==> src/hdl/fcp_pkg.sv <==
package fcp_pkg;
  // media clock periods, in ns
  localparam int MCY_FAST_NS = 250;
  localparam int MCY_SLOW_NS = 500;
  localparam int CLK_NS = 10;
  localparam int MCY_FAST_CYC = MCY_FAST_NS / CLK_NS;
  localparam int MCY_SLOW_CYC = MCY_SLOW_NS / CLK_NS;
  // drive timing in media-clock periods
  localparam int STEP_LOW_MCY = 24;
  localparam int STEP_CYCLE_MCY = 132;
  localparam int DIR_SETUP_MCY = 4;
  localparam int DIR_HOLD_MCY = 96;
  localparam int SEL_HOLD_MCY = 20;
  localparam int INDEX_MIN_MCY = 2;
  localparam int SOFT_RESET_REQUEST_MIN_MCY = 5;
  localparam int IRQ_CLEAR_EXTRA_NS = 100;
  localparam int OP_COUNT = 15;
  localparam int MAX_CMD_BYTES = 9;
  localparam int MAX_RES_BYTES = 7;
  // opcode low five bits
  localparam logic [4:0] OP_READ_DATA = 5'h06;
  localparam logic [4:0] OP_READ_DELETED = 5'h0c;
  localparam logic [4:0] OP_WRITE_DATA = 5'h05;
  localparam logic [4:0] OP_WRITE_DELETED = 5'h09;
  localparam logic [4:0] OP_READ_TRACK = 5'h02;
  localparam logic [4:0] OP_READ_ID = 5'h0a;
  localparam logic [4:0] OP_FORMAT = 5'h0d;
  localparam logic [4:0] OP_SCAN_EQ = 5'h11;
  localparam logic [4:0] OP_SCAN_LE = 5'h19;
  localparam logic [4:0] OP_SCAN_HE = 5'h1d;
  localparam logic [4:0] OP_RECAL = 5'h07;
  localparam logic [4:0] OP_SENSE_INT = 5'h08;
  localparam logic [4:0] OP_SPECIFY = 5'h03;
  localparam logic [4:0] OP_SENSE_DRIVE = 5'h04;
  localparam logic [4:0] OP_SEEK = 5'h0f;
  localparam int FLAG_MT_BIT = 7;
  localparam int FLAG_MF_BIT = 6;
  localparam int FLAG_SK_BIT = 5;
  localparam int HEAD_BIT = 2;
  // status byte codes, zero to three
  localparam logic [7:0] ST0_INVALID = 8'h80;
  localparam logic [7:0] ST0_ABNORMAL = 8'h40;
  localparam logic [7:0] ST0_SEEK_END = 8'h20;
  localparam logic [7:0] ST0_NORMAL = 8'h00;
  localparam logic [7:0] ST1_END_CYL = 8'h80;
  localparam logic [7:0] ST1_NO_DATA = 8'h04;
  localparam logic [7:0] ST2_DELETED = 8'h40;
  localparam logic [7:0] ST3_TRACK0 = 8'h10;
  localparam logic [3:0] CMD_LEN_9 = 4'h9;
  localparam logic [3:0] RES_LEN_7 = 4'h7;
  localparam logic [3:0] RES_LEN_1 = 4'h1;
  localparam logic [3:0] RES_LEN_2 = 4'h2;
  localparam logic [3:0] RES_LEN_0 = 4'h0;
  localparam logic [7:0] POS_RESET = 8'h00;
endpackage : fcp_pkg

==> src/hdl/fcp_step_if.sv <==
`timescale 1ns/1ns
interface fcp_step_if;
  logic req;
  logic dir_in;
  logic [1:0] unit;
  logic busy;
  logic done;
  logic step_b;
  logic dir;
  logic [1:0] sel;
  modport core (output req, output dir_in, output unit, input busy, input done,
    input step_b, input dir, input sel);
  modport pacer (input req, input dir_in, input unit, output busy, output done,
    output step_b, output dir, output sel);
endinterface : fcp_step_if

==> src/hdl/fcp_mclk.sv <==
`timescale 1ns/1ns
module fcp_mclk (
  input wire logic i_clock,
  input wire logic i_rst_b,
  input wire logic i_slow_rate,
  output logic o_tick
);
  logic [7:0] count;
  wire logic [7:0] limit;
  // media clock period tracks the rate select
  assign limit = i_slow_rate ? 8'(fcp_pkg::MCY_SLOW_CYC - 1) : 8'(fcp_pkg::MCY_FAST_CYC - 1);
  always_ff @(posedge i_clock or negedge i_rst_b)
  begin
    if (!i_rst_b)
    begin
      count <= 8'h00;
      o_tick <= 1'b0;
    end
    else
    begin
      o_tick <= (count >= limit);
      count <= (count >= limit) ? 8'h00 : count + 8'h01;
    end
  end
endmodule : fcp_mclk

==> src/hdl/fcp_stepper.sv <==
`timescale 1ns/1ns
module fcp_stepper (
  input wire logic i_clock,
  input wire logic i_rst_b,
  input wire logic i_tick,
  fcp_step_if.pacer s
);
  typedef enum logic [1:0] {ST_IDLE, ST_SETUP, ST_LOW, ST_GAP} fcp_step_e;
  fcp_step_e state;
  logic [7:0] count;
  wire logic count_end;
  wire logic [7:0] setup_len;
  wire logic [7:0] low_len;
  wire logic [7:0] gap_len;
  // one spare tick: the request may land just before a tick
  assign setup_len = 8'(fcp_pkg::DIR_SETUP_MCY + 1);
  assign low_len = 8'(fcp_pkg::STEP_LOW_MCY);
  // rest of cycle; covers direction and select hold too
  assign gap_len = 8'(fcp_pkg::STEP_CYCLE_MCY - fcp_pkg::STEP_LOW_MCY);
  assign count_end = i_tick && (count == 8'h01);
  always_ff @(posedge i_clock or negedge i_rst_b)
  begin
    if (!i_rst_b)
    begin
      state <= ST_IDLE;
      count <= 8'h00;
      s.step_b <= 1'b1;
      s.dir <= 1'b0;
      s.sel <= 2'h0;
      s.done <= 1'b0;
    end
    else
    begin
      s.done <= 1'b0;
      if (i_tick && count != 8'h00)
      begin
        count <= count - 8'h01;
      end
      case (state)
        ST_IDLE:
        begin
          if (s.req)
          begin
            s.dir <= s.dir_in;
            s.sel <= s.unit;
            count <= setup_len;
            state <= ST_SETUP;
          end
        end
        ST_SETUP:
        begin
          if (count_end)
          begin
            s.step_b <= 1'b0;
            count <= low_len;
            state <= ST_LOW;
          end
        end
        ST_LOW:
        begin
          if (count_end)
          begin
            s.step_b <= 1'b1;
            count <= gap_len;
            state <= ST_GAP;
          end
        end
        ST_GAP:
        begin
          // dir and sel frozen until here
          if (count_end)
          begin
            s.done <= 1'b1;
            state <= ST_IDLE;
          end
        end
        default:
        begin
          state <= ST_IDLE;
        end
      endcase
    end
  end
  assign s.busy = (state != ST_IDLE);
endmodule : fcp_stepper

==> src/hdl/fcp_core.sv <==
// Design decisions made here: the strobed register port, which has no register addresses.
`timescale 1ns/1ns
// Operation
// - fifteen opcodes decoded and executed
// - multibyte command in, multibyte result out
// - command, execution, result phases in order
// - execute only after all parameter bytes
// - status bytes readable after execution
// - nine command bytes, seven result bytes
// - four id bytes, then eot gap length
// - three status bytes then id bytes
// - step low 24, cycle 132 periods
// - direction setup 4, hold 96 periods
// - drive select held 20 after step
// - interrupt dropped within one period plus
// - media period follows data rate
module fcp_core (
  input wire logic i_clock,
  input wire logic i_rst_b,
  input wire logic i_wr,
  input wire logic i_rd,
  input wire logic [7:0] i_wdata,
  output logic [7:0] o_rdata,
  input wire logic i_slow_rate,
  input wire logic i_soft_reset_request,
  input wire logic i_transfer_end_strobe,
  input wire logic i_software_transfer_end,
  input wire logic i_index_pulse,
  input wire logic i_track0,
  input wire logic i_transfer_acknowledge,
  output logic o_dma_request,
  output logic o_irq,
  output logic o_cmd_ready,
  output logic o_res_ready,
  output logic o_busy,
  output logic o_step_b,
  output logic o_head_move_direction,
  output logic [1:0] o_drive_select_line
);
  typedef enum logic [2:0] {PH_IDLE, PH_CMD, PH_EXEC, PH_STEP, PH_RES} fcp_phase_e;
  fcp_phase_e phase;
  logic [7:0] cmd [fcp_pkg::MAX_CMD_BYTES];
  logic [7:0] res [fcp_pkg::MAX_RES_BYTES];
  logic [3:0] wr_idx;
  logic [3:0] rd_idx;
  logic [3:0] cmd_len;
  logic [3:0] res_len;
  logic [7:0] cyl;
  logic [7:0] target;
  logic [7:0] soft_reset_request_cnt;
  logic soft_rst;
  logic pending_int;
  logic tc_seen;
  logic idx_q;
  logic [7:0] idx_cnt;
  logic index_seen;
  logic tick;
  fcp_step_if step ();

  fcp_mclk u_mclk (
    .i_clock(i_clock),
    .i_rst_b(i_rst_b),
    .i_slow_rate(i_slow_rate),
    .o_tick(tick)
  );

  fcp_stepper u_stepper (
    .i_clock(i_clock),
    .i_rst_b(i_rst_b),
    .i_tick(tick),
    .s(step.pacer)
  );

  function automatic logic [3:0] op_len(input logic [4:0] op);
    case (op)
      fcp_pkg::OP_READ_DATA, fcp_pkg::OP_READ_DELETED, fcp_pkg::OP_WRITE_DATA,
      fcp_pkg::OP_WRITE_DELETED, fcp_pkg::OP_READ_TRACK, fcp_pkg::OP_SCAN_EQ,
      fcp_pkg::OP_SCAN_LE, fcp_pkg::OP_SCAN_HE: op_len = fcp_pkg::CMD_LEN_9;
      fcp_pkg::OP_READ_ID, fcp_pkg::OP_RECAL, fcp_pkg::OP_SENSE_DRIVE: op_len = 4'h2;
      fcp_pkg::OP_FORMAT: op_len = 4'h6;
      fcp_pkg::OP_SPECIFY, fcp_pkg::OP_SEEK: op_len = 4'h3;
      fcp_pkg::OP_SENSE_INT: op_len = 4'h1;
      default: op_len = 4'h0;
    endcase
  endfunction : op_len

  function automatic logic op_data(input logic [4:0] op);
    op_data = (op_len(op) == fcp_pkg::CMD_LEN_9) || (op == fcp_pkg::OP_READ_ID)
      || (op == fcp_pkg::OP_FORMAT);
  endfunction : op_data

  wire logic [4:0] opcode;
  wire logic [4:0] new_op;
  wire logic [3:0] new_len;
  wire logic [1:0] unit;
  wire logic head;
  wire logic tc_any;
  wire logic is_seek;
  wire logic is_recal;
  wire logic step_needed;
  wire logic [7:0] st0_unit;
  wire logic cmd_complete;
  wire logic bad_write;
  wire logic bad_read;
  wire logic result_drained;
  wire logic dma_end;

  assign opcode = cmd[0][4:0];
  assign new_op = i_wdata[4:0];
  assign new_len = op_len(new_op);
  assign unit = cmd[1][1:0];
  assign head = cmd[1][fcp_pkg::HEAD_BIT];
  assign tc_any = i_transfer_end_strobe || i_software_transfer_end;
  assign is_seek = (opcode == fcp_pkg::OP_SEEK);
  assign is_recal = (opcode == fcp_pkg::OP_RECAL);
  assign step_needed = (is_recal && !i_track0 && cyl != 8'h00) || (is_seek && cyl != target);
  assign st0_unit = {5'h00, head, unit};
  assign cmd_complete = i_wr && (phase == PH_CMD) && (wr_idx + 4'h1 == cmd_len);
  assign bad_write = i_wr && (phase == PH_EXEC || phase == PH_STEP || phase == PH_RES);
  assign bad_read = i_rd && (phase != PH_RES);
  assign result_drained = i_rd && (phase == PH_RES) && (rd_idx + 4'h1 >= res_len);
  assign dma_end = tc_any || tc_seen || index_seen;

  // index must stay low two periods before it counts
  always_ff @(posedge i_clock or negedge i_rst_b)
  begin
    if (!i_rst_b)
    begin
      idx_q <= 1'b1;
      idx_cnt <= 8'h00;
      index_seen <= 1'b0;
    end
    else
    begin
      idx_q <= i_index_pulse;
      index_seen <= 1'b0;
      if (idx_q)
        idx_cnt <= 8'h00;
      else if (tick && idx_cnt != 8'hff)
        idx_cnt <= idx_cnt + 8'h01;
      if (!idx_q && tick && idx_cnt == 8'(fcp_pkg::INDEX_MIN_MCY - 1))
        index_seen <= 1'b1;
    end
  end

  // soft reset takes effect once held long enough
  always_ff @(posedge i_clock or negedge i_rst_b)
  begin
    if (!i_rst_b)
    begin
      soft_reset_request_cnt <= 8'h00;
      soft_rst <= 1'b0;
    end
    else
    begin
      if (!i_soft_reset_request)
        soft_reset_request_cnt <= 8'h00;
      else if (tick && soft_reset_request_cnt != 8'hff)
        soft_reset_request_cnt <= soft_reset_request_cnt + 8'h01;
      soft_rst <= i_soft_reset_request && (soft_reset_request_cnt >= 8'(fcp_pkg::SOFT_RESET_REQUEST_MIN_MCY));
    end
  end

  always_ff @(posedge i_clock or negedge i_rst_b)
  begin
    if (!i_rst_b)
    begin
      phase <= PH_IDLE;
      wr_idx <= 4'h0;
      rd_idx <= 4'h0;
      cmd_len <= 4'h0;
      res_len <= 4'h0;
      cyl <= fcp_pkg::POS_RESET;
      target <= fcp_pkg::POS_RESET;
      pending_int <= 1'b0;
      tc_seen <= 1'b0;
      o_rdata <= 8'h00;
      o_irq <= 1'b0;
      o_dma_request <= 1'b0;
      for (int i = 0; i < fcp_pkg::MAX_CMD_BYTES; i++)
        cmd[i] <= 8'h00;
      for (int i = 0; i < fcp_pkg::MAX_RES_BYTES; i++)
        res[i] <= 8'h00;
    end
    else if (soft_rst)
    begin
      phase <= PH_IDLE;
      wr_idx <= 4'h0;
      rd_idx <= 4'h0;
      o_irq <= 1'b0;
      o_dma_request <= 1'b0;
      pending_int <= 1'b0;
      tc_seen <= 1'b0;
    end
    else
    begin
      o_rdata <= 8'h00;
      if (i_rd || i_wr)
        o_irq <= 1'b0;
      if (bad_write || bad_read)
      begin
        res[0] <= fcp_pkg::ST0_INVALID;
        res_len <= fcp_pkg::RES_LEN_1;
        rd_idx <= 4'h0;
        phase <= PH_RES;
      end
      case (phase)
        PH_IDLE:
        begin
          if (i_wr)
          begin
            cmd[0] <= i_wdata;
            cmd_len <= new_len;
            wr_idx <= 4'h1;
            if (new_len == 4'h0)
            begin
              res[0] <= fcp_pkg::ST0_INVALID;
              res_len <= fcp_pkg::RES_LEN_1;
              rd_idx <= 4'h0;
              phase <= PH_RES;
            end
            else if (new_len == 4'h1)
              phase <= PH_EXEC;
            else
              phase <= PH_CMD;
          end
        end
        PH_CMD:
        begin
          if (i_wr)
          begin
            cmd[wr_idx] <= i_wdata;
            wr_idx <= wr_idx + 4'h1;
            if (cmd_complete)
              phase <= PH_EXEC;
          end
        end
        PH_EXEC:
        begin
          if (is_seek || is_recal)
          begin
            target <= is_seek ? cmd[2] : 8'h00;
            phase <= PH_STEP;
          end
          else if (op_data(opcode))
          begin
            o_dma_request <= !dma_end && !i_transfer_acknowledge && !bad_write && !bad_read;
            if (tc_any)
              tc_seen <= 1'b1;
            if (dma_end)
            begin
              tc_seen <= 1'b0;
              o_dma_request <= 1'b0;
              res[0] <= (tc_any || tc_seen) ? st0_unit : (fcp_pkg::ST0_ABNORMAL | st0_unit);
              res[1] <= (tc_any || tc_seen) ? 8'h00 : fcp_pkg::ST1_END_CYL;
              res[2] <= (opcode == fcp_pkg::OP_READ_DELETED) ? fcp_pkg::ST2_DELETED : 8'h00;
              res[3] <= cmd[2];
              res[4] <= cmd[3];
              res[5] <= cmd[4];
              res[6] <= cmd[5];
              res_len <= (opcode == fcp_pkg::OP_READ_ID || opcode == fcp_pkg::OP_FORMAT)
                ? fcp_pkg::RES_LEN_7 : fcp_pkg::RES_LEN_7;
              rd_idx <= 4'h0;
              o_irq <= 1'b1;
              phase <= PH_RES;
            end
          end
          else
          begin
            rd_idx <= 4'h0;
            case (opcode)
              fcp_pkg::OP_SENSE_INT:
              begin
                res[0] <= pending_int ? fcp_pkg::ST0_SEEK_END : fcp_pkg::ST0_INVALID;
                res[1] <= cyl;
                res_len <= pending_int ? fcp_pkg::RES_LEN_2 : fcp_pkg::RES_LEN_1;
                pending_int <= 1'b0;
                phase <= PH_RES;
              end
              fcp_pkg::OP_SENSE_DRIVE:
              begin
                res[0] <= (i_track0 ? fcp_pkg::ST3_TRACK0 : 8'h00) | st0_unit;
                res_len <= fcp_pkg::RES_LEN_1;
                phase <= PH_RES;
              end
              default:
              begin
                res_len <= fcp_pkg::RES_LEN_0;
                phase <= PH_IDLE;
              end
            endcase
          end
        end
        PH_STEP:
        begin
          if (!step.busy && !step.req)
          begin
            if (step.done)
              cyl <= (step.dir) ? cyl + 8'h01 : cyl - 8'h01;
            else if (!step_needed)
            begin
              if (is_recal)
                cyl <= 8'h00;
              pending_int <= 1'b1;
              o_irq <= 1'b1;
              phase <= PH_IDLE;
            end
          end
        end
        PH_RES:
        begin
          if (i_rd)
          begin
            o_rdata <= res[rd_idx[2:0]];
            rd_idx <= rd_idx + 4'h1;
            if (result_drained)
              phase <= PH_IDLE;
          end
        end
        default:
        begin
          phase <= PH_IDLE;
        end
      endcase
    end
  end

  logic step_req;
  always_ff @(posedge i_clock or negedge i_rst_b)
  begin
    if (!i_rst_b)
      step_req <= 1'b0;
    else
      step_req <= (phase == PH_STEP) && step_needed && !step.busy && !step.done && !step_req;
  end
  assign step.req = step_req;
  assign step.dir_in = is_seek && (target > cyl);
  assign step.unit = unit;

  always_ff @(posedge i_clock or negedge i_rst_b)
  begin
    if (!i_rst_b)
    begin
      o_cmd_ready <= 1'b0;
      o_res_ready <= 1'b0;
      o_busy <= 1'b0;
      o_step_b <= 1'b1;
      o_head_move_direction <= 1'b0;
      o_drive_select_line <= 2'h0;
    end
    else
    begin
      o_cmd_ready <= (phase == PH_IDLE || phase == PH_CMD);
      o_res_ready <= (phase == PH_RES);
      o_busy <= (phase != PH_IDLE);
      o_step_b <= step.step_b;
      o_head_move_direction <= step.dir;
      o_drive_select_line <= step.sel;
    end
  end
endmodule : fcp_core

==> config.mk <==
export PLATFORM = sky130hd
export DESIGN_NAME = fcp_core
export DESIGN_NICKNAME = d
export VERILOG_FILES = /design/src/hdl/fcp_pkg.sv /design/src/hdl/fcp_step_if.sv /design/src/hdl/fcp_mclk.sv /design/src/hdl/fcp_stepper.sv /design/src/hdl/fcp_core.sv
export SDC_FILE = /design/constraint.sdc
export NUM_CORES = 1
export LEC_CHECK = 0
export BUFFER_PORTS_ARGS = -buffer_cell sky130_fd_sc_hd__buf_2
export CAP_MARGIN = 5
export CORE_UTILIZATION = 50
export DETAILED_ROUTE_END_ITERATION = 10
export PLACE_DENSITY_LB_ADDON = 0.15
export SLEW_MARGIN = 25
export SYNTH_ARGS = -nofsm -noshare
export SYNTH_HDL_FRONTEND = slang
export SYNTH_SLANG_ARGS = --single-unit
==> constraint.sdc <==
create_clock -name i_clock -period 6.24 [get_ports i_clock]
set_clock_uncertainty 0.1 [all_clocks]
set_input_delay 1.248 -clock i_clock [delete_from_list [all_inputs] [get_ports i_clock]]
set_output_delay 1.248 -clock i_clock [all_outputs]
set_load 0.005 [all_outputs]
==> impl_metrics.csv <==
group,metric,value,unit
cells_and_area,nets,1044,
synthesis,syn_inst,958,
critical_path,crit_fanout,7,
clocking,cts_hold_buf,0,
flow_run,cap_violations,0,
timing,rsz0062_at_grt,"no",
synthesis,ys_types,82,
power_and_ir_drop,ir_worst_vdd,201,uV
placed_design,dpl-instance-area,10200,sq um
timing,drv_slew,0,
clocking,clk_pin_slew,0.07,ns
clocking,cts_resized,0,
critical_path,path_class,"in2reg",
power_and_ir_drop,pwr_density_cell,354,nW/um^2
critical_path,critPathMaxStageDelay,0.52,ns
cells_and_area,fill_cells,1653,
cells_and_area,final_core_util,0.568,
synthesis,ys_top_cells_by_count,"dfrtp_1 (184), nand2_1 (106), o21ai_0 (81), nor2_1 (55), ha_1 (48)",
timing,fin_crit,3.33,ns
global_route,grt_usage,0.231,
synthesis,synth_area_leaders,"dfrtp_1 (47%), ha_1 (6.1%), o21ai_0 (4.1%)",
cells_and_area,syn_to_final_growth,10.1,%
clocking,clock_latency,0.43,ns
floorplanning,rows,50,
timing,slew_headroom,0.385,
route,drc,0,
synthesis,synthesis.nets,1026,
power_and_ir_drop,cellLeakagePower,0.00514,uW
clocking,cts-buffers-inserted,17,
floorplanning,die_h,142,um
placed_design,dp_hpwl,15200,um
timing,worstMarginPinSlew,0.910,ns
clocking,cts_root_buffer,"clkbuf_16",
critical_path,rrSetupSlack,3.19,ns
placed_design,port_buffers,35,
global_route,grt_antenna_before_repair,0,
timing,max_freq,0.300,GHz
route,first_iter_violations,576,
synthesis,ys_ff_latch,187,
floorplanning,start_util,0.516,
synthesis,ys_async_sr_fraction,1.00,
route,viasPerCell,5.70,
cells_and_area,antennaDiodeCount,0,
timing,setup_viol,0,
synthesis,ys_warn_count,0,
clocking,cts-htree-levels,4,
floorplanning,num_io_pins,36,
timing,hold_viol,0,
critical_path,crit_top_cell,"mux2i_1",
critical_path,slowest_stage,"nor3b_1",
synthesis,synth_top_area_share,0.471,
synthesis,synth_edf_count,0,
route,firstDrtPassIters,5,
cells_and_area,drive_gt1_frac,0.126,
synthesis,syn_area,9770,sq um
global_route,globalRouteOverflowTotal,0,
synthesis,synth_top_cell_by_area,"dfrtp_1",
timing,setup_tns,0,ns
route,vias,7123,
route,wl_per_cell,17.4,um
power_and_ir_drop,p_total,3810,uW
synthesis,yosysSeqAreaShare,0.479,
outcome,status,"finished clean",
clocking,post_cts_buffers,0,
floorplanning,die_area,20100,sq um
critical_path,crit_arrival,3.55,ns
placed_design,routabilityCongestion,0.855,
route,postRouteAntennaNets,0,
global_route,grt_pass1_vias,6894,
timing,fin_crit_sh,0.534,
synthesis,synth_most_common_cell,"dfrtp_1",
synthesis,avgSynthCellArea,10.2,sq um
critical_path,required,6.46,ns
clocking,cts.sinks,187,
timing,hold-worst-slack,0.275,ns
route,wl,21700,um
clocking,cts_tree,"yes",
global_route,grt_max_degree,83,
floorplanning,fp.dieW,142,um
critical_path,worstSetupStartpointType,"primary input",
floorplanning,core,19000,sq um
critical_path,endpoint_kind,"flip-flop",
worst_hold_path,hold_path_class,"reg2reg",
clocking,clock_path_buffers,2,
critical_path,path_cells,"buf_2, inv_1, ha_1, mux2i_1, mux2i_1, nor3b_1, a211o_1, o211ai_2, a22o_1",
global_route,grt_pass1_wl,36200,um
synthesis,synth_flop_cell,"dfrtp_1",
cells_and_area,final_area,10800,sq um
-- routing by layer --
metal | global-route usage | wire [um]
met5 | 0 | 0
met2 | 0.365 | 10000
met4 | 0.0668 | 361
met3 | 0.0402 | 711
met1 | 0.327 | 10600
-- metrics by stage --
step           instances  setup WS [ns]
2_1_floorplan        958           3.04
3_3_place_gp        1217           2.53
3_5_place_dp        1217           2.49
4_1_cts             1249           2.93
5_1_grt             1249           2.80
6_report            1249           2.91
-- cells in the final DEF (no fill, tap or decap), types with 5 or more instances in the layout --
master	count
nand4_1	8
a22oi_1	5
buf_4	6
o21a_1	6
o211ai_1	10
nor3_1	20
clkbuf_16	17
xor2_1	14
a21o_1	6
nor4_1	7
dfrtp_1	184
or2_2	5
nand2b_1	8
nor2b_1	14
a21oi_1	33
and2_1	9
inv_6	6
mux2_1	28
mux2i_1	23
nand3_1	30
o21ai_0	81
a22o_1	10
nor2_1	55
and4_1	5
mux2_2	28
ha_1	48
nand2_1	106
inv_1	45
buf_2	34
xnor2_1	19
and3_1	6
clkinv_8	5
a211oi_1	8
-- sequential cells by signal, indices dropped and copies added (netlist names), 3 cells and up --
signal / cells
res: 49
cmd: 40
cyl: 8
idx_cnt: 8
o_rdata: 8
soft_reset_request_cnt: 8
target: 8
u_mclk.count: 8
u_stepper.count: 8
cmd_len: 4
rd_idx: 4
res_len: 4
wr_idx: 4
phase: 3
-- report_power, final --
group	internal (uW)	leakage, uW	switching (uW)
Sequential	1420	0.00248	209
Combinational	435	0.00237	661
Clock	552	0.000295	534
Total	2410	0.00514	1400
-- worst paths after layout --
check / cells past startpoint / endpoint / startpoint
min in group asynchronous: 1 / o_head_move_direction / i_rst_b
max: 9 / res[49] / i_wdata[0]
min: 0 / o_step_b / u_stepper.s.step_b
min reg2reg: 0 / o_step_b / u_stepper.s.step_b
max in group asynchronous: 2 / cmd[35] / i_rst_b
max reg2reg: 5 / res[9] / cmd[67]
-- logic make-up after synthesis --
logic type,share of synthesized area
muxes,0.0904
AOI/OAI and AO/OA,0.147
other,0.000384
and+or+nand+nor,0.155
buffers and inverters,0.0353
adders and majority gates,0.0635
xor gates and xnor gates,0.0296
DFF,0.479
-- final cells by class --
cell class | count | area, sq um | area share
timing repair buffer | 41 | 229 | 0.0213
sequential | 187 | 4680 | 0.435
clock buffer | 18 | 439 | 0.0408
multi-input combinational | 683 | 4750 | 0.441
clock inverter | 14 | 165 | 0.0153
tap | 260 | 325 | 0.0302
inverter | 46 | 173 | 0.0160
-- worst max-delay path, delay by kind of cell --
kind | cells | cell delay (ns)
AND/OR/NAND/NOR | 1 | 0.52
multiplexers | 2 | 0.53
buffers and inverters | 2 | 0.30
adder cells (fa/ha/maj) | 1 | 0.28
AO/OA/AOI/OAI | 3 | 0.67
Power figures use the tool's default switching activity.
